[src/verilog/adcc_consts.svh]
// constants for the converter control block
`ifndef ADCC_CONSTS_SVH
`define ADCC_CONSTS_SVH
// register indices, and byte addresses at four bytes per index
`define ADCC_IDX_CTRL 8'h08
`define ADCC_IDX_RES 8'h09
`define ADCC_IDX_INTC 8'h0b
`define ADCC_IDX_PCFG 8'h88
`define ADCC_AW 10
`define ADCC_ADDR_CTRL 10'h020
`define ADCC_ADDR_RES 10'h024
`define ADCC_ADDR_INTC 10'h02c
`define ADCC_ADDR_PCFG 10'h220
`define ADCC_RST_CTRL 8'h00
`define ADCC_RST_PCFG 8'h00
`define ADCC_RST_INTC 8'h00
// conv_control_status fields
`define ADCC_B_CLKSEL_HI 7
`define ADCC_B_CLKSEL_LO 6
`define ADCC_B_GP 5
`define ADCC_B_CHAN_HI 4
`define ADCC_B_CHAN_LO 3
`define ADCC_B_GO 2
`define ADCC_B_DONE 1
`define ADCC_B_PWR 0
// interrupt_control enable bit position (arbitrary placement)
`define ADCC_B_IRQ_EN 6
// oscillator periods per conversion clock, and cycle counts
`define ADCC_DIV_2 8'h02
`define ADCC_DIV_8 8'h08
`define ADCC_DIV_32 8'h20
`define ADCC_CONV_TADS 4'ha
`define ADCC_HOLDOFF_TADS 4'h2
`define ADCC_RES_BITS 4'h8
`define ADCC_SETTLE_TADS 4'h2
`endif

[src/verilog/adcc_pkg.sv]
// types for the converter control block
`default_nettype none
package adcc_pkg;
    typedef enum logic [3:0] {
        ADCC_OFF = 4'h1,
        ADCC_TRACK = 4'h2,
        ADCC_CONVERT = 4'h4,
        ADCC_HOLDOFF = 4'h8
    } adcc_state_e;
endpackage : adcc_pkg
`default_nettype wire

[src/verilog/adcc_tick_gen.sv]
// conversion clock tick generator from main oscillator or rc oscillator
`timescale 1ns/1ps
`default_nettype none
`include "adcc_consts.svh"
module adcc_tick_gen (
    input wire logic sys_clk,
    input wire logic rst_n,
    input wire logic run,
    input wire logic [1:0] clkSel,
    input wire logic oscTick,
    input wire logic rcClkSync,
    output logic tadTick
);
    logic [7:0] cnt_ff;
    logic [7:0] divLen;
    logic rcPrev_ff;

    // period chooser; code 11 selects the rc oscillator edge instead
    always_comb begin
        case (clkSel)
            2'b00: divLen = `ADCC_DIV_2;
            2'b01: divLen = `ADCC_DIV_8;
            default: divLen = `ADCC_DIV_32;
        endcase
    end

    // oscillator period counter, held clear while idle so phase is fresh
    always_ff @(posedge sys_clk) begin
        if (!rst_n || !run) begin
            cnt_ff <= 8'h00;
        end else if (clkSel != 2'b11 && oscTick) begin
            if (cnt_ff == divLen - 8'h01) begin
                cnt_ff <= 8'h00;
            end else begin
                cnt_ff <= cnt_ff + 8'h01;
            end
        end
    end

    // rc edge detector works on the already synchronised level
    always_ff @(posedge sys_clk) begin
        if (!rst_n) begin
            rcPrev_ff <= 1'b0;
        end else begin
            rcPrev_ff <= rcClkSync;
        end
    end

    assign tadTick = run && ((clkSel == 2'b11) ? (rcClkSync && !rcPrev_ff)
                             : (oscTick && cnt_ff == divLen - 8'h01));
endmodule : adcc_tick_gen
`default_nettype wire

[src/verilog/adcc_conv_ctrl.sv]
// converter control: registers, sequencer, track and hold control
//
// The Avalon-MM slave port is this design's own decision.
`timescale 1ns/1ps
`default_nettype none
`include "adcc_consts.svh"
// Notes on behaviour
// RULE1 - one of four channels routed to the shared track-and-hold
// RULE2 - writing one to go starts a conversion
// RULE3 - finishing clears go and sets done flag
// RULE4 - eight-bit result lands in result register at 09h
// RULE5 - two-bit select gives 2, 8, 32 oscillator periods or rc
// RULE6 - one bit per conversion clock, ten conversion clocks total
// RULE7 - software keeps conversion clock period at least two microseconds
// RULE8 - power-on bit zero switches off standing-current circuits
// RULE9 - powered with valid channel, input tracks continuously
// RULE10 - conversion start ends tracking, converts held voltage
// RULE11 - two conversion clocks after completion before tracking resumes
// RULE12 - software selects channel and allows tracking time first
// RULE13 - halt during rc conversion completes, sets done, may wake
// RULE14 - halt during oscillator conversion aborts and shuts converter off
// RULE15 - after abort software restarts with fresh tracking
// RULE16 - reference from reference pin or supply by pin config
// RULE17 - control register resets to zero with documented field order
// RULE18 - first code transition at one lsb, full scale over 256
// RULE19 - software sets analog pins as inputs in direction register
// RULE20 - msb first, result register updated only at completion
module adcc_conv_ctrl (
    input wire logic sys_clk,
    input wire logic rst_n,
    input wire logic [9:0] avs_address,
    input wire logic avs_read,
    input wire logic avs_write,
    input wire logic [31:0] avs_writedata,
    input wire logic [3:0] avs_byteenable,
    output logic [31:0] avs_readdata,
    output logic avs_waitrequest,
    input wire logic oscTick,
    input wire logic rcClkPin,
    input wire logic haltActive,
    input wire logic compHigh,
    output logic [1:0] channelSel,
    output logic trackEnable,
    output logic converterPowered,
    output logic useRefPin,
    output logic [7:0] dacCode,
    output logic wakeRequest
);
    logic [7:0] ctrl_ff;
    logic [7:0] pcfg_ff;
    logic [7:0] intc_ff;
    logic [7:0] result_ff;
    logic [7:0] sar_ff;
    logic [3:0] tadCnt_ff;
    logic [7:0] rdata_ff;
    logic ack_ff;
    logic wake_ff;
    logic rcMeta_ff;
    logic rcSync_ff;
    logic haltMeta_ff;
    logic haltSync_ff;
    logic compMeta_ff;
    logic compSync_ff;
    adcc_pkg::adcc_state_e state_ff;
    adcc_pkg::adcc_state_e nxt_state;
    logic tadTick;
    logic wrCtrl;
    logic convDone;
    logic convAbort;
    logic goWrite;
    logic accessTaken;
    logic [1:0] wrChanSel;

    // picks the byte lane 0 write, used by the control, pin config and interrupt registers
    function automatic logic laneWrite(input logic [9:0] adr, input logic [9:0] target,
                                       input logic wr, input logic be0);
        laneWrite = wr && be0 && adr == target;
    endfunction : laneWrite

    // two-flop synchronisers for pin-side inputs
    always_ff @(posedge sys_clk) begin
        if (!rst_n) begin
            rcMeta_ff <= 1'b0;
            rcSync_ff <= 1'b0;
            haltMeta_ff <= 1'b0;
            haltSync_ff <= 1'b0;
            compMeta_ff <= 1'b0;
            compSync_ff <= 1'b0;
        end else begin
            rcMeta_ff <= rcClkPin;
            rcSync_ff <= rcMeta_ff;
            haltMeta_ff <= haltActive;
            haltSync_ff <= haltMeta_ff;
            compMeta_ff <= compHigh;
            compSync_ff <= compMeta_ff;
        end
    end

    // RULE5 conversion clock select
    adcc_tick_gen u_tick (
        .sys_clk(sys_clk),
        .rst_n(rst_n),
        .run(state_ff != adcc_pkg::ADCC_OFF),
        .clkSel(ctrl_ff[`ADCC_B_CLKSEL_HI:`ADCC_B_CLKSEL_LO]),
        .oscTick(oscTick),
        .rcClkSync(rcSync_ff),
        .tadTick(tadTick)
    );

    // one wait state: answer on the second cycle of every request
    assign accessTaken = (avs_read || avs_write) && ack_ff;
    assign avs_waitrequest = (avs_read || avs_write) && !ack_ff;
    assign wrCtrl = accessTaken
                    && laneWrite(avs_address, `ADCC_ADDR_CTRL, avs_write, avs_byteenable[0]);
    assign goWrite = wrCtrl && avs_writedata[`ADCC_B_GO];
    assign wrChanSel = avs_writedata[`ADCC_B_CHAN_HI:`ADCC_B_CHAN_LO];
    assign convDone = state_ff == adcc_pkg::ADCC_CONVERT && tadTick
                      && tadCnt_ff == `ADCC_CONV_TADS - 4'h1;
    // RULE14 halt with oscillator clock aborts
    assign convAbort = state_ff == adcc_pkg::ADCC_CONVERT && haltSync_ff
                       && ctrl_ff[`ADCC_B_CLKSEL_HI:`ADCC_B_CLKSEL_LO] != 2'b11;

    // handshake flop, drops after each answered cycle
    always_ff @(posedge sys_clk) begin
        if (!rst_n) begin
            ack_ff <= 1'b0;
        end else begin
            ack_ff <= (avs_read || avs_write) && !ack_ff;
        end
    end

    // read mux sampled into a flop so readdata is stable at the answer edge
    always_ff @(posedge sys_clk) begin
        if (!rst_n) begin
            rdata_ff <= 8'h00;
        end else if (avs_read && !ack_ff) begin
            case (avs_address)
                `ADCC_ADDR_CTRL: rdata_ff <= ctrl_ff;
                `ADCC_ADDR_RES: rdata_ff <= result_ff;
                `ADCC_ADDR_INTC: rdata_ff <= intc_ff;
                `ADCC_ADDR_PCFG: rdata_ff <= pcfg_ff;
                default: rdata_ff <= 8'h00;
            endcase
        end
    end
    assign avs_readdata = {24'h000000, rdata_ff};

    // RULE17 control register, reset to zero
    always_ff @(posedge sys_clk) begin
        if (!rst_n) begin
            ctrl_ff <= `ADCC_RST_CTRL;
        end else begin
            if (wrCtrl) begin
                ctrl_ff <= avs_writedata[7:0];
            end
            // RULE3 go clears, done sets; hardware set beats software clear
            if (convDone) begin
                ctrl_ff[`ADCC_B_GO] <= 1'b0;
                ctrl_ff[`ADCC_B_DONE] <= 1'b1;
            end
            // RULE14 abort shuts converter and drops go
            if (convAbort) begin
                ctrl_ff[`ADCC_B_GO] <= 1'b0;
                ctrl_ff[`ADCC_B_PWR] <= 1'b0;
            end
            // go written while powered off or mid-sequence does not stick
            if (goWrite && (!avs_writedata[`ADCC_B_PWR] || state_ff != adcc_pkg::ADCC_TRACK)) begin
                ctrl_ff[`ADCC_B_GO] <= 1'b0;
            end
        end
    end

    // RULE16 pin configuration and the interrupt enable register
    always_ff @(posedge sys_clk) begin
        if (!rst_n) begin
            pcfg_ff <= `ADCC_RST_PCFG;
            intc_ff <= `ADCC_RST_INTC;
        end else begin
            if (avs_write && ack_ff
                && laneWrite(avs_address, `ADCC_ADDR_PCFG, avs_write, avs_byteenable[0])) begin
                pcfg_ff <= {6'h00, avs_writedata[1:0]};
            end
            if (avs_write && ack_ff
                && laneWrite(avs_address, `ADCC_ADDR_INTC, avs_write, avs_byteenable[0])) begin
                intc_ff <= avs_writedata[7:0];
            end
        end
    end

    // sequencer next state
    always_comb begin
        nxt_state = state_ff;
        case (state_ff)
            // RULE8 off until power bit set
            adcc_pkg::ADCC_OFF: begin
                if (ctrl_ff[`ADCC_B_PWR]) begin
                    nxt_state = adcc_pkg::ADCC_TRACK;
                end
            end
            // RULE2 go starts conversion
            adcc_pkg::ADCC_TRACK: begin
                if (!ctrl_ff[`ADCC_B_PWR]) begin
                    nxt_state = adcc_pkg::ADCC_OFF;
                end else if (ctrl_ff[`ADCC_B_GO]) begin
                    nxt_state = adcc_pkg::ADCC_CONVERT;
                end
            end
            adcc_pkg::ADCC_CONVERT: begin
                if (convAbort || !ctrl_ff[`ADCC_B_PWR]) begin
                    nxt_state = adcc_pkg::ADCC_OFF;
                end else if (convDone) begin
                    nxt_state = adcc_pkg::ADCC_HOLDOFF;
                end
            end
            // RULE11 two conversion clocks before tracking
            adcc_pkg::ADCC_HOLDOFF: begin
                if (!ctrl_ff[`ADCC_B_PWR]) begin
                    nxt_state = adcc_pkg::ADCC_OFF;
                end else if (tadTick && tadCnt_ff == `ADCC_HOLDOFF_TADS - 4'h1) begin
                    nxt_state = adcc_pkg::ADCC_TRACK;
                end
            end
            default: nxt_state = adcc_pkg::ADCC_OFF;
        endcase
    end

    always_ff @(posedge sys_clk) begin
        if (!rst_n) begin
            state_ff <= adcc_pkg::ADCC_OFF;
        end else begin
            state_ff <= nxt_state;
        end
    end

    // RULE6 conversion clock counter, restarts on each state change
    always_ff @(posedge sys_clk) begin
        if (!rst_n || nxt_state != state_ff) begin
            tadCnt_ff <= 4'h0;
        end else if (tadTick) begin
            tadCnt_ff <= tadCnt_ff + 4'h1;
        end
    end

    // RULE20 msb first trial bits; first two periods settle the held sample
    always_ff @(posedge sys_clk) begin
        if (!rst_n) begin
            sar_ff <= 8'h00;
        end else if (state_ff == adcc_pkg::ADCC_TRACK) begin
            sar_ff <= 8'h80;
        end else if (state_ff == adcc_pkg::ADCC_CONVERT && tadTick
                     && tadCnt_ff >= `ADCC_CONV_TADS - `ADCC_RES_BITS) begin
            // RULE18 comparator judges input against the trial code
            sar_ff <= sar_ff & ~(compSync_ff ? 8'h00 : (8'h80 >> (tadCnt_ff - `ADCC_SETTLE_TADS)))
                      | ((tadCnt_ff == `ADCC_CONV_TADS - 4'h1) ? 8'h00
                         : (8'h40 >> (tadCnt_ff - `ADCC_SETTLE_TADS)));
        end
    end

    // RULE4 result written only at completion
    always_ff @(posedge sys_clk) begin
        if (!rst_n) begin
            result_ff <= 8'h00;
        end else if (convDone) begin
            result_ff <= compSync_ff ? sar_ff : (sar_ff & 8'hfe);
        end
    end

    // RULE13 done with enable raises a wake request
    always_ff @(posedge sys_clk) begin
        if (!rst_n) begin
            wake_ff <= 1'b0;
        end else begin
            wake_ff <= ctrl_ff[`ADCC_B_DONE] && intc_ff[`ADCC_B_IRQ_EN];
        end
    end

    // RULE1 channel routing and RULE9 continuous tracking
    assign channelSel = ctrl_ff[`ADCC_B_CHAN_HI:`ADCC_B_CHAN_LO];
    // RULE10 hold during conversion
    assign trackEnable = state_ff == adcc_pkg::ADCC_TRACK;
    assign converterPowered = state_ff != adcc_pkg::ADCC_OFF;
    assign useRefPin = pcfg_ff[0];
    assign dacCode = sar_ff;
    assign wakeRequest = wake_ff;

    // RULE3 done follows the last conversion clock
    property p_done_sets;
        @(posedge sys_clk) disable iff (!rst_n)
        convDone && !convAbort |=> ctrl_ff[`ADCC_B_DONE] && !ctrl_ff[`ADCC_B_GO];
    endproperty
    a_done_sets: assert property (p_done_sets) else $error("done not set"); // RULE3

    // RULE11 holdoff lasts beyond its first cycle
    property p_holdoff;
        @(posedge sys_clk) disable iff (!rst_n)
        $rose(state_ff == adcc_pkg::ADCC_HOLDOFF) |=> !trackEnable;
    endproperty
    a_holdoff: assert property (p_holdoff) else $error("tracked too soon"); // RULE11

    // RULE10 conversion entered only from tracking, which it ends
    property p_hold;
        @(posedge sys_clk) disable iff (!rst_n)
        $rose(state_ff == adcc_pkg::ADCC_CONVERT) |-> $past(trackEnable) && !trackEnable;
    endproperty
    a_hold: assert property (p_hold) else $error("tracking during convert"); // RULE10

    // RULE14 abort powers down
    property p_abort;
        @(posedge sys_clk) disable iff (!rst_n)
        convAbort |=> !converterPowered && !ctrl_ff[`ADCC_B_PWR];
    endproperty
    a_abort: assert property (p_abort) else $error("abort left converter on"); // RULE14

    // RULE8 power off means converter off next cycle
    property p_off;
        @(posedge sys_clk) disable iff (!rst_n)
        !ctrl_ff[`ADCC_B_PWR] ##1 !ctrl_ff[`ADCC_B_PWR] |-> !converterPowered;
    endproperty
    a_off: assert property (p_off) else $error("powered while off"); // RULE8

    // RULE20 result only moves at completion
    property p_result;
        @(posedge sys_clk) disable iff (!rst_n)
        !convDone |=> $stable(result_ff);
    endproperty
    a_result: assert property (p_result) else $error("result moved early"); // RULE20

    // RULE2 go in tracking starts conversion
    property p_start;
        @(posedge sys_clk) disable iff (!rst_n)
        state_ff == adcc_pkg::ADCC_TRACK && ctrl_ff[`ADCC_B_GO] && ctrl_ff[`ADCC_B_PWR]
        |=> state_ff == adcc_pkg::ADCC_CONVERT;
    endproperty
    a_start: assert property (p_start) else $error("go ignored"); // RULE2

    // RULE13 wake follows enabled done
    property p_wake;
        @(posedge sys_clk) disable iff (!rst_n)
        ctrl_ff[`ADCC_B_DONE] && intc_ff[`ADCC_B_IRQ_EN] |=> wakeRequest;
    endproperty
    a_wake: assert property (p_wake) else $error("no wake"); // RULE13

    // RULE1 channel output follows register
    property p_chan;
        @(posedge sys_clk) disable iff (!rst_n)
        wrCtrl |=> channelSel == $past(wrChanSel);
    endproperty
    a_chan: assert property (p_chan) else $error("channel not routed"); // RULE1
endmodule : adcc_conv_ctrl
`default_nettype wire

[config.mk]
export PLATFORM = sky130hd
export DESIGN_NAME = adcc_conv_ctrl
export DESIGN_NICKNAME = d
export VERILOG_FILES = /design/src/verilog/adcc_pkg.sv /design/src/verilog/adcc_tick_gen.sv /design/src/verilog/adcc_conv_ctrl.sv
export VERILOG_INCLUDE_DIRS = /design/src /design/src/verilog
export SDC_FILE = /design/constraint.sdc
export NUM_CORES = 1
export LEC_CHECK = 0
export BUFFER_PORTS_ARGS = -buffer_cell sky130_fd_sc_hd__buf_4
export CORE_ASPECT_RATIO = 1.75
export CORE_MARGIN = 2
export CORE_UTILIZATION = 40
export DETAILED_ROUTE_END_ITERATION = 6
export HOLD_SLACK_MARGIN = 0.1
export SLEW_MARGIN = 40
export SYNTH_ARGS = -nofsm -noshare
export SYNTH_HDL_FRONTEND = slang
export SYNTH_SLANG_ARGS = --single-unit
[constraint.sdc]
create_clock -name sys_clk -period 6.7 [get_ports sys_clk]
set_input_delay 1.005 -clock sys_clk [delete_from_list [all_inputs] [get_ports sys_clk]]
set_output_delay 1.005 -clock sys_clk [all_outputs]
set_load 0.05 [all_outputs]
# [Yosys cells after proc, flatten, opt, wreduce, memory -nomap -nowiden]
# Index checks and enable logic that the tools add are counted.
[word_totals] input_bits=54 elab_cells=110 reg_bits=67 out_inout_bits=47
[op_classes] n_reduce_logical=41 bitwise=4 shift=2 eq_ne=17 order_cmp=1 mux=19 n_addsub=4
[ops] op="8-bit two-way mux" n=5
[ops] op="8-bit one-hot mux with 4 select lines" n=1
[ops] op="10-bit by 6-bit equality test with 1-bit output, second input constant" n=3
[ops] op="4-bit two-way mux" n=7
[ops] op="1-bit logical AND" n=24
[ops] op="4-bit one-hot mux with 4 select lines" n=1
[ops] op="6-bit one-hot mux with 2 select lines" n=1
[ops] op="10-bit equality test, second input constant" n=1
[ops] op="8-bit by 1-bit adder with 8-bit output, second input constant" n=1
[ops] op="8-bit bitwise AND" n=1
[ops] op="4-bit by 1-bit equality test with 1-bit output, second input constant" n=2
[ops] op="4-bit equality test, second input constant" n=2
[ops] op="8-bit equality test" n=1
[ops] op="8-bit inverter" n=1
[ops] op="8-bit bitwise OR" n=1
[ops] op="7-bit by 4-bit >> shifter with 8-bit output, first input constant" n=1
[ops] op="8-bit by 4-bit >> shifter with 8-bit output, first input constant" n=1
[ops] op="6-bit by 1-bit subtractor with 7-bit output, second input constant" n=1
[ops] op="1-bit logical NOT" n=6
[ops] op="1-bit logical OR" n=5
[ops] op="4-bit by 1-bit adder with 4-bit output, second input constant" n=1
[ops] op="4-bit by 2-bit equality test with 1-bit output, second input constant" n=1
[ops] op="4-bit by 3-bit equality test with 1-bit output, second input constant" n=1
[ops] op="4-bit by 2-bit greater-or-equal comparator with 1-bit output, second input constant" n=1
[ops] op="14 further kinds" n=18

# [Logic depth before layout (Yosys ltp)]
# Gate-level depths: netlist of the first run.
[logic_depth] word_depth=14 ltp_mapped=10 ltp_nobuf=8

# [By module]
# A second synthesis of the first run with hierarchy kept.
[unflattened] hier_cells=374 area_unflattened_um2=3468.3
[modules_own_cells] module="adcc_conv_ctrl" seq_area_each_um2=1161.1 n_inst=1 cells_per_inst=325 area_per_inst_um2=2992.9
[modules_own_cells] module="adcc_tick_gen" seq_area_each_um2=180.2 n_inst=1 cells_per_inst=49 area_per_inst_um2=475.5

# [Worst setup path after synthesis of the first run]
# No wires, ideal clock.
[synth_path] kind="input -> output" from="input port avs_write" to="output port avs_waitrequest" slack_ns=3.998 required_time_ns=5.695 cell_stages=2 path_buffers=0 arrival_time_ns=1.697 path_cell_list="nor2_1 nor2_1"
[synth_via] elab_chain_cells=2
[synth_lines] item="start: declaration" line_no="adcc_conv_ctrl.sv:33" text="input wire logic avs_write,"
[synth_lines] item="1-bit logical OR" line_no="adcc_conv_ctrl.sv:112" text="assign avs_waitrequest = (avs_read || avs_write) && !ack_ff;"
[synth_lines] item="1-bit logical AND" line_no="adcc_conv_ctrl.sv:112"
[synth_lines] item="end: declaration" line_no="adcc_conv_ctrl.sv:37" text="output logic avs_waitrequest,"
# Every way passes these cells.

# [Final worst setup path of the first run]
[layout_path] from="register ctrl_ff[6]" to="register tadCnt_ff[1]"
[layout_via] elab_chain_cells=14 elab_cells_between_ends=22 classes_between="add/sub: 1; eq/ne: 5; mux: 7; reduce/logical: 9"
[layout_lines] item="start: declaration" line_no="adcc_conv_ctrl.sv:49" text="logic [7:0] ctrl_ff;"
[layout_lines] item="start signal: assignment" line_no="adcc_conv_ctrl.sv:151" text="ctrl_ff <= `ADCC_RST_CTRL;"
[layout_lines] item="start signal: assignment" line_no="adcc_conv_ctrl.sv:154" text="ctrl_ff <= avs_writedata[7:0];"
[layout_lines] item="2-bit by 1-bit equality test with 1-bit output / 2-bit logical NOT (equally long branches)" line_no="adcc_tick_gen.sv:20" text="case (clkSel)"
[layout_lines] item="6-bit one-hot mux with 2 select lines" line_no="adcc_tick_gen.sv:20"
[layout_lines] item="6-bit by 1-bit subtractor with 7-bit output" line_no="adcc_tick_gen.sv:50" text=": (oscTick && cnt_ff == divLen - 8'h01));"
[layout_lines] item="8-bit equality test" line_no="adcc_tick_gen.sv:50"
[layout_lines] item="1-bit logical AND" line_no="adcc_tick_gen.sv:50"
[layout_lines] item="1-bit two-way mux" line_no="adcc_tick_gen.sv:49" text="assign tadTick = run && ((clkSel == 2'b11) ? (rcClkSync && !rcPrev_ff)"
[layout_lines] item="1-bit logical AND" line_no="adcc_tick_gen.sv:49"
[layout_lines] item="1-bit logical AND (2 in series)" line_no="adcc_conv_ctrl.sv:117" text="assign convDone = state_ff == adcc_pkg::ADCC_CONVERT && tadTick"
[layout_lines] item="4-bit two-way mux" line_no="adcc_conv_ctrl.sv:211" text="end else if (convDone) begin"
[layout_lines] item="4-bit two-way mux" line_no="adcc_conv_ctrl.sv:209" text="if (convAbort || !ctrl_ff[`ADCC_B_PWR]) begin"
[layout_lines] item="4-bit one-hot mux with 4 select lines" line_no="adcc_conv_ctrl.sv:193" text="case (state_ff)"
[layout_lines] item="4-bit != test" line_no="adcc_conv_ctrl.sv:237" text="if (!rst_n || nxt_state != state_ff) begin"
[layout_lines] item="1-bit logical OR" line_no="adcc_conv_ctrl.sv:237"
[layout_lines] item="end signal: assignment" line_no="adcc_conv_ctrl.sv:240" text="tadCnt_ff <= tadCnt_ff + 4'h1;"
[layout_lines] item="end: declaration" line_no="adcc_conv_ctrl.sv:54" text="logic [3:0] tadCnt_ff;"
# Several ways; a longest one is shown, not always the timed one.
# A chain may end at the register's enable or synchronous reset.

==> impl_metrics.env, run 1 <==
export IMPL_port_buffers=49
export IMPL_wire_per_inst_um=14.2
export IMPL_place_inst=542
export IMPL_yosysWarnings=0
export IMPL_clkPwrFrac_pct=52.3
export IMPL_swShare_pct=22.1
export IMPL_p_leak_nw=1.72
export IMPL_cts_path_max_buffers=2
export IMPL_grt_antenna_before_repair=0
export IMPL_finalCritPeriodShare_pct=42.4
export IMPL_powerDensity_mw_per_mm2=233
export IMPL_ys_seq_area_share_pct=37.7
export IMPL_grt_first_pass_wirelength_um=12800
export IMPL_cts_tree="yes"
export IMPL_hp_class="flip-flop to flip-flop"
export IMPL_r2r_setup_slack_ps=3860
export IMPL_ys_seq_elements=67
export IMPL_io_pin_count=101
export IMPL_die_w_um=75.3
export IMPL_synth_flop_cell="dfxtp_1"
export IMPL_die_area_mm2=0.00968
export IMPL_comb_power_share_pct=6.7
export IMPL_grt_max_degree=59
export IMPL_dp_hpwl_um=5880
export IMPL_antennaDiodeCount=0
export IMPL_root_buffer="clkbuf_16"
export IMPL_rsz0062_at_grt="no"
export IMPL_pre_cts_slack_ps=3590
export IMPL_async_flop_share_pct=0
export IMPL_status="finished clean"
export IMPL_finalSetupTns_ps=0
export IMPL_detail_route_iter0_violations=173
export IMPL_h_tree_depth=3
export IMPL_drc=0
export IMPL_hold_violations=0
export IMPL_stdcell_count=558
export IMPL_clkTransAtPathRegs_ps=50
export IMPL_ys_types=61
export IMPL_syn_inst=396
export IMPL_tightest_slew_ps=644
export IMPL_worstPathRequired_ps=6940
export IMPL_cts_hold_buf=0
export IMPL_track_usage_pct=17.5
export IMPL_yosys_area_top_type_share_pct=37.7
export IMPL_cts_resized=0
export IMPL_vias=2797
export IMPL_synth_area_top_cells="dfxtp_1 38%, mux2i_1 8.7%, buf_4 5.9%, o21ai_0 3.8%, nor2b_1 3.3%"
export IMPL_max_freq_mhz=352
export IMPL_path_max_fanout=21
export IMPL_synth_edf_count=0
export IMPL_drive_gt1_share_pct=18.6
export IMPL_drt_total_wl_um=7930
export IMPL_power_total_w=0.000982
export IMPL_internal_power_w=0.000765
export IMPL_relSlewSlack_pct=57.0
export IMPL_cts_sinks=67
export IMPL_worstSetupStartpointType="flip-flop"
export IMPL_cp_end_kind="flip-flop"
export IMPL_syn_to_final_growth_pct=18.3
export IMPL_initial_core_util_pct=41.0
export IMPL_fin_ws_ps=3860
export IMPL_ir_drop_uv=132
export IMPL_clk_latency_ps=330
export IMPL_dr_pass1_iters=4
export IMPL_vias_per_cell=5.01
export IMPL_core_area_mm2=0.00867
export IMPL_post_cts_buffers=0
export IMPL_p_sw_w=0.000217
export IMPL_cp_arrival_ps=3090
export IMPL_period_needed_ps=2840
export IMPL_syn_avg_cell_area_um2=8.97
export IMPL_slew_viol_final=0
export IMPL_synth_area_mm2=0.00355
export IMPL_synth_most_common_cell="dfxtp_1"
export IMPL_yosysTopAreaCell="dfxtp_1"
export IMPL_grt_overflow=0
export IMPL_rows=45
export IMPL_utilization_pct=48.5
export IMPL_cap_violations=0
export IMPL_final_antenna_net_count=0
export IMPL_p_seq_share_pct=41.0
export IMPL_finalClockSkew_ps=4.62
export IMPL_grt_pass1_vias=2740
export IMPL_globalplace_congestion=0.883
export IMPL_dieHeight_um=129
export IMPL_setup_violations=0
export IMPL_critPathKind="flip-flop to flip-flop"
export IMPL_numCtsBuffers=9
export IMPL_layout_nets=499
export IMPL_ys_top_cells_by_count="67 x dfxtp_1, 31 x mux2i_1, 28 x buf_4, 28 x nand2_1, 27 x o21ai_0"
==> flip-flops by register name, indices dropped and copies added (netlist names) <==
register,count
pcfg_ff,2
ack_ff,1
rdata_ff,8
haltMeta_ff,1
state_ff,4
u_tick.cnt_ff,8
ctrl_ff,8
compSync_ff,1
tadCnt_ff,4
wakeRequest,1
result_ff,8
haltSync_ff,1
intc_ff,8
rcSync_ff,1
dacCode,8
rcMeta_ff,1
compMeta_ff,1
u_tick.rcPrev_ff,1
==> power groups by stage <==
stage | registers, W | logic [W] | clock network [W]
3_3_place_gp | 0.000411 | 0.0000659 | 0
3_5_place_dp | 0.000411 | 0.0000664 | 0
6_report | 0.000402 | 0.0000662 | 0.000513
2_1_floorplan | 0.000412 | 0.0000583 | 0
5_1_grt | 0.000402 | 0.0000709 | 0.000545
4_1_cts | 0.000402 | 0.0000665 | 0.000525
==> critical path: stages (launching register included) <==
cell       delay, ps
dfxtp_1          460
or2_2            380
ha_1             210
xnor2_1          180
mux2i_1          480
nor3_4           140
o21bai_1         160
buf_4            240
o2111ai_1        250
nor3_1           250
==> layer usage <==
metal / vias up / part of all wire [%] / GRT usage, % / wire [um]
met2: 73 / 54 / 30.7 / 4250
met5: - / 0 / 0 / 0
met4: 0 / 3.6 / 9.91 / 282
met1: 1290 / 38 / 18.2 / 3040
li1: 1413 / - / - / -
met3: 21 / 4.6 / 4.31 / 366
==> final timing paths <==
| kind | start | end | cells after the start |
|---|---|---|---|
| setup / recovery | ctrl_ff[6] | tadCnt_ff[1] | 9 |
| hold / removal | compMeta_ff | compSync_ff | 1 |
| setup reg to reg | ctrl_ff[6] | tadCnt_ff[1] | 9 |
| hold reg to reg | compMeta_ff | compSync_ff | 1 |
==> final cells by class <==
class                           instances  area (um2)
Clock inverter                          4        72.6
Multi-Input combinational cell        298        1970
Inverter                               10        37.5
Tap cell                              117         146
Fill cell                             864        4470
Clock buffer                           12         256
Sequential cell                        67        1340
Timing Repair Buffer                   50         375
==> per-stage QoR <==
stage	area [um2]	hold slack, ps
2_1_floorplan	3640	412
3_3_place_gp	3870	415
3_5_place_dp	3870	419
4_1_cts	4200	432
5_1_grt	4200	453
6_report	4200	427
==> cells by family (layout without fill, tap and decap cells) <==
group           Yosys count  count (layout)  synth area share [%]
xor+xnor                 11              11                  2.71
mux                      32              32                  9.05
buf+inv                  54              76                  9.12
simple gates            150             150                  24.0
other cells               1              24                 0.106
flops                    67              67                  37.7
compound gates           72              72                  14.1
fa+ha+maj                 9               9                  3.17
==> cells in the final DEF, fill, tap and decap left out, drive strengths merged, types with 3 or more instances in the layout <==
cell type  instances
and3               6
nor4               3
buf               50
nor3               7
conb              24
xor2               8
nand3             15
or2                5
dfxtp             67
clkbuf            12
nand4              3
or4b               3
mux2i             31
nand2             28
xnor2              3
nor2b             19
ha                 9
o21ai             28
nor2              27
nand2b             5
a21boi             4
nor4b              3
a21oi              9
inv               10
a211oi             3
o311ai             3
a32o               3
and2              18
No activity file was read; power rests on OpenSTA's default activity.
==> run 2, diff against run 1 <==
==> constraint.sdc (replaced) <==
create_clock -name sys_clk -period 2.69 [get_ports sys_clk]
set_input_delay 0.4035 -clock sys_clk [delete_from_list [all_inputs] [get_ports sys_clk]]
set_output_delay 0.4035 -clock sys_clk [all_outputs]
set_load 0.05 [all_outputs]
==> impl_metrics.env, run 2 (synthesis results as in run 1) <==
export IMPL_status="finished clean"
export IMPL_worstPathRequired_ps=2930
export IMPL_grt_first_pass_wirelength_um=12700
export IMPL_numCtsBuffers=9
export IMPL_syn_to_final_growth_pct=21.1
export IMPL_drc=0
export IMPL_final_common_cell="dfxtp_1"
export IMPL_finalClockSkew_ps=6.22
export IMPL_period_needed_ps=2540
export IMPL_grt_max_degree=34
export IMPL_io_pin_count=101
export IMPL_slew_viol_final=0
export IMPL_clkTransAtPathRegs_ps=60
export IMPL_vias=2850
export IMPL_utilization_pct=49.6
export IMPL_layout_nets=510
export IMPL_powerDensity_mw_per_mm2=567
export IMPL_vias_per_cell=5.01
export IMPL_drt_total_wl_um=7930
export IMPL_initial_core_util_pct=41.0
export IMPL_mostFrequentLayoutCells="66 x dfxtp_1, 60 x buf_4, 31 x mux2i_1"
export IMPL_cap_violations=0
export IMPL_cp_arrival_ps=2780
export IMPL_globalplace_congestion=0.850
export IMPL_cts_sinks=67
export IMPL_finalCritPeriodShare_pct=94.3
export IMPL_grt_pass1_vias=2695
export IMPL_grt_antenna_before_repair=0
export IMPL_worstSetupStartpointType="flip-flop"
export IMPL_dieHeight_um=129
export IMPL_dp_hpwl_um=6130
export IMPL_h_tree_depth=3
export IMPL_port_buffers=49
export IMPL_cp_end_kind="flip-flop"
export IMPL_critPathKind="flip-flop to flip-flop"
export IMPL_die_area_mm2=0.00968
export IMPL_cts_path_max_buffers=2
export IMPL_cts_tree="yes"
export IMPL_ir_drop_uv=329
export IMPL_grt_overflow=0
export IMPL_power_total_w=0.00244
export IMPL_root_buffer="clkbuf_16"
export IMPL_hp_class="input port to flip-flop"
export IMPL_die_w_um=75.3
export IMPL_clk_latency_ps=330
export IMPL_hold_violations=0
export IMPL_max_freq_mhz=394
export IMPL_track_usage_pct=17.4
export IMPL_final_antenna_net_count=0
export IMPL_setup_violations=0
export IMPL_dr_pass1_iters=4
export IMPL_wire_per_inst_um=13.9
export IMPL_rows=45
export IMPL_path_max_fanout=6
export IMPL_antennaDiodeCount=0
export IMPL_finalSetupTns_ps=0
export IMPL_drive_gt1_share_pct=21.2
export IMPL_core_area_mm2=0.00867
export IMPL_p_leak_nw=1.77
export IMPL_nFillCells=864
export IMPL_detail_route_iter0_violations=124
-- run 2: cell types whose count changed in the layout (fill, tap and decap cells not counted), sizes merged --
| cell | before | now |
|---|---|---|
| buf | 50 | 61 |
| clkinvlp | 1 | 2 |
| clkbuf | 12 | 10 |
| clkinv | 1 | 2 |
-- run 2: final timing paths --
path,start,endpoint,cells after the start,slack (ps)
setup reg to reg,ctrl_ff[6],tadCnt_ff[3],8,150
hold reg to reg,haltMeta_ff,haltSync_ff,1,430
setup / recovery,ctrl_ff[6],tadCnt_ff[3],8,150
hold / removal,compHigh,compMeta_ff,2,280
-- run 2: routing by layer --
| metal | global-route usage [%] | share of wire, % |
|---|---|---|
| met5 | 0 | 0 |
| met3 | 4.62 | 4.3 |
| met2 | 30.7 | 54 |
| met1 | 18.3 | 39 |
| met4 | 8.88 | 2.9 |
-- run 2: where the power goes --
| group | switching, W | internal (W) | leakage, nW |
|---|---|---|---|
| combinational | 0.000121 | 0.0000467 | 1.08 |
| clock | 0.000436 | 0.000836 | 0.155 |
| sequential | 0.00000240 | 0.000999 | 0.542 |
-- run 2: final cells by class --
type / instances / area [um2] / share of cell area (%)
well taps: 117 / 146 / 3.40
repair buffers: 61 / 470 / 10.9
flip-flops and latches: 67 / 1340 / 31.2
multi-input cells: 298 / 1980 / 46.0
inverters: 10 / 37.5 / 0.872
clock inverters: 6 / 88.8 / 2.06
clock buffers: 10 / 239 / 5.55
-- run 2: critical path: stages, from the launching register on --
cell	delay [ps]
dfxtp_2	360
or2_2	320
ha_1	310
xor2_1	170
o2111ai_2	190
nor3_4	360
o21ai_2	170
or3_1	330
a211oi_1	230
-- run 2: per-stage QoR --
stage | hold WS [ps] | std cells | cell area [um2] | setup slack, ps
3_5_place_dp | 418 | 552 | 3960 | 156
6_report | 280 | 569 | 4300 | 154
2_1_floorplan | 412 | 419 | 3640 | 174
3_3_place_gp | 414 | 552 | 3960 | 181
4_1_cts | 270 | 568 | 4290 | 123
5_1_grt | 266 | 569 | 4300 | -1.14
-- run 2: repair_timing --
action | CTS | global route
endpoints found under the setup margin | 0 | 4
hold buffers | 0 | 0
resized for setup | 0 | 4
buffers inserted | 0 | 1
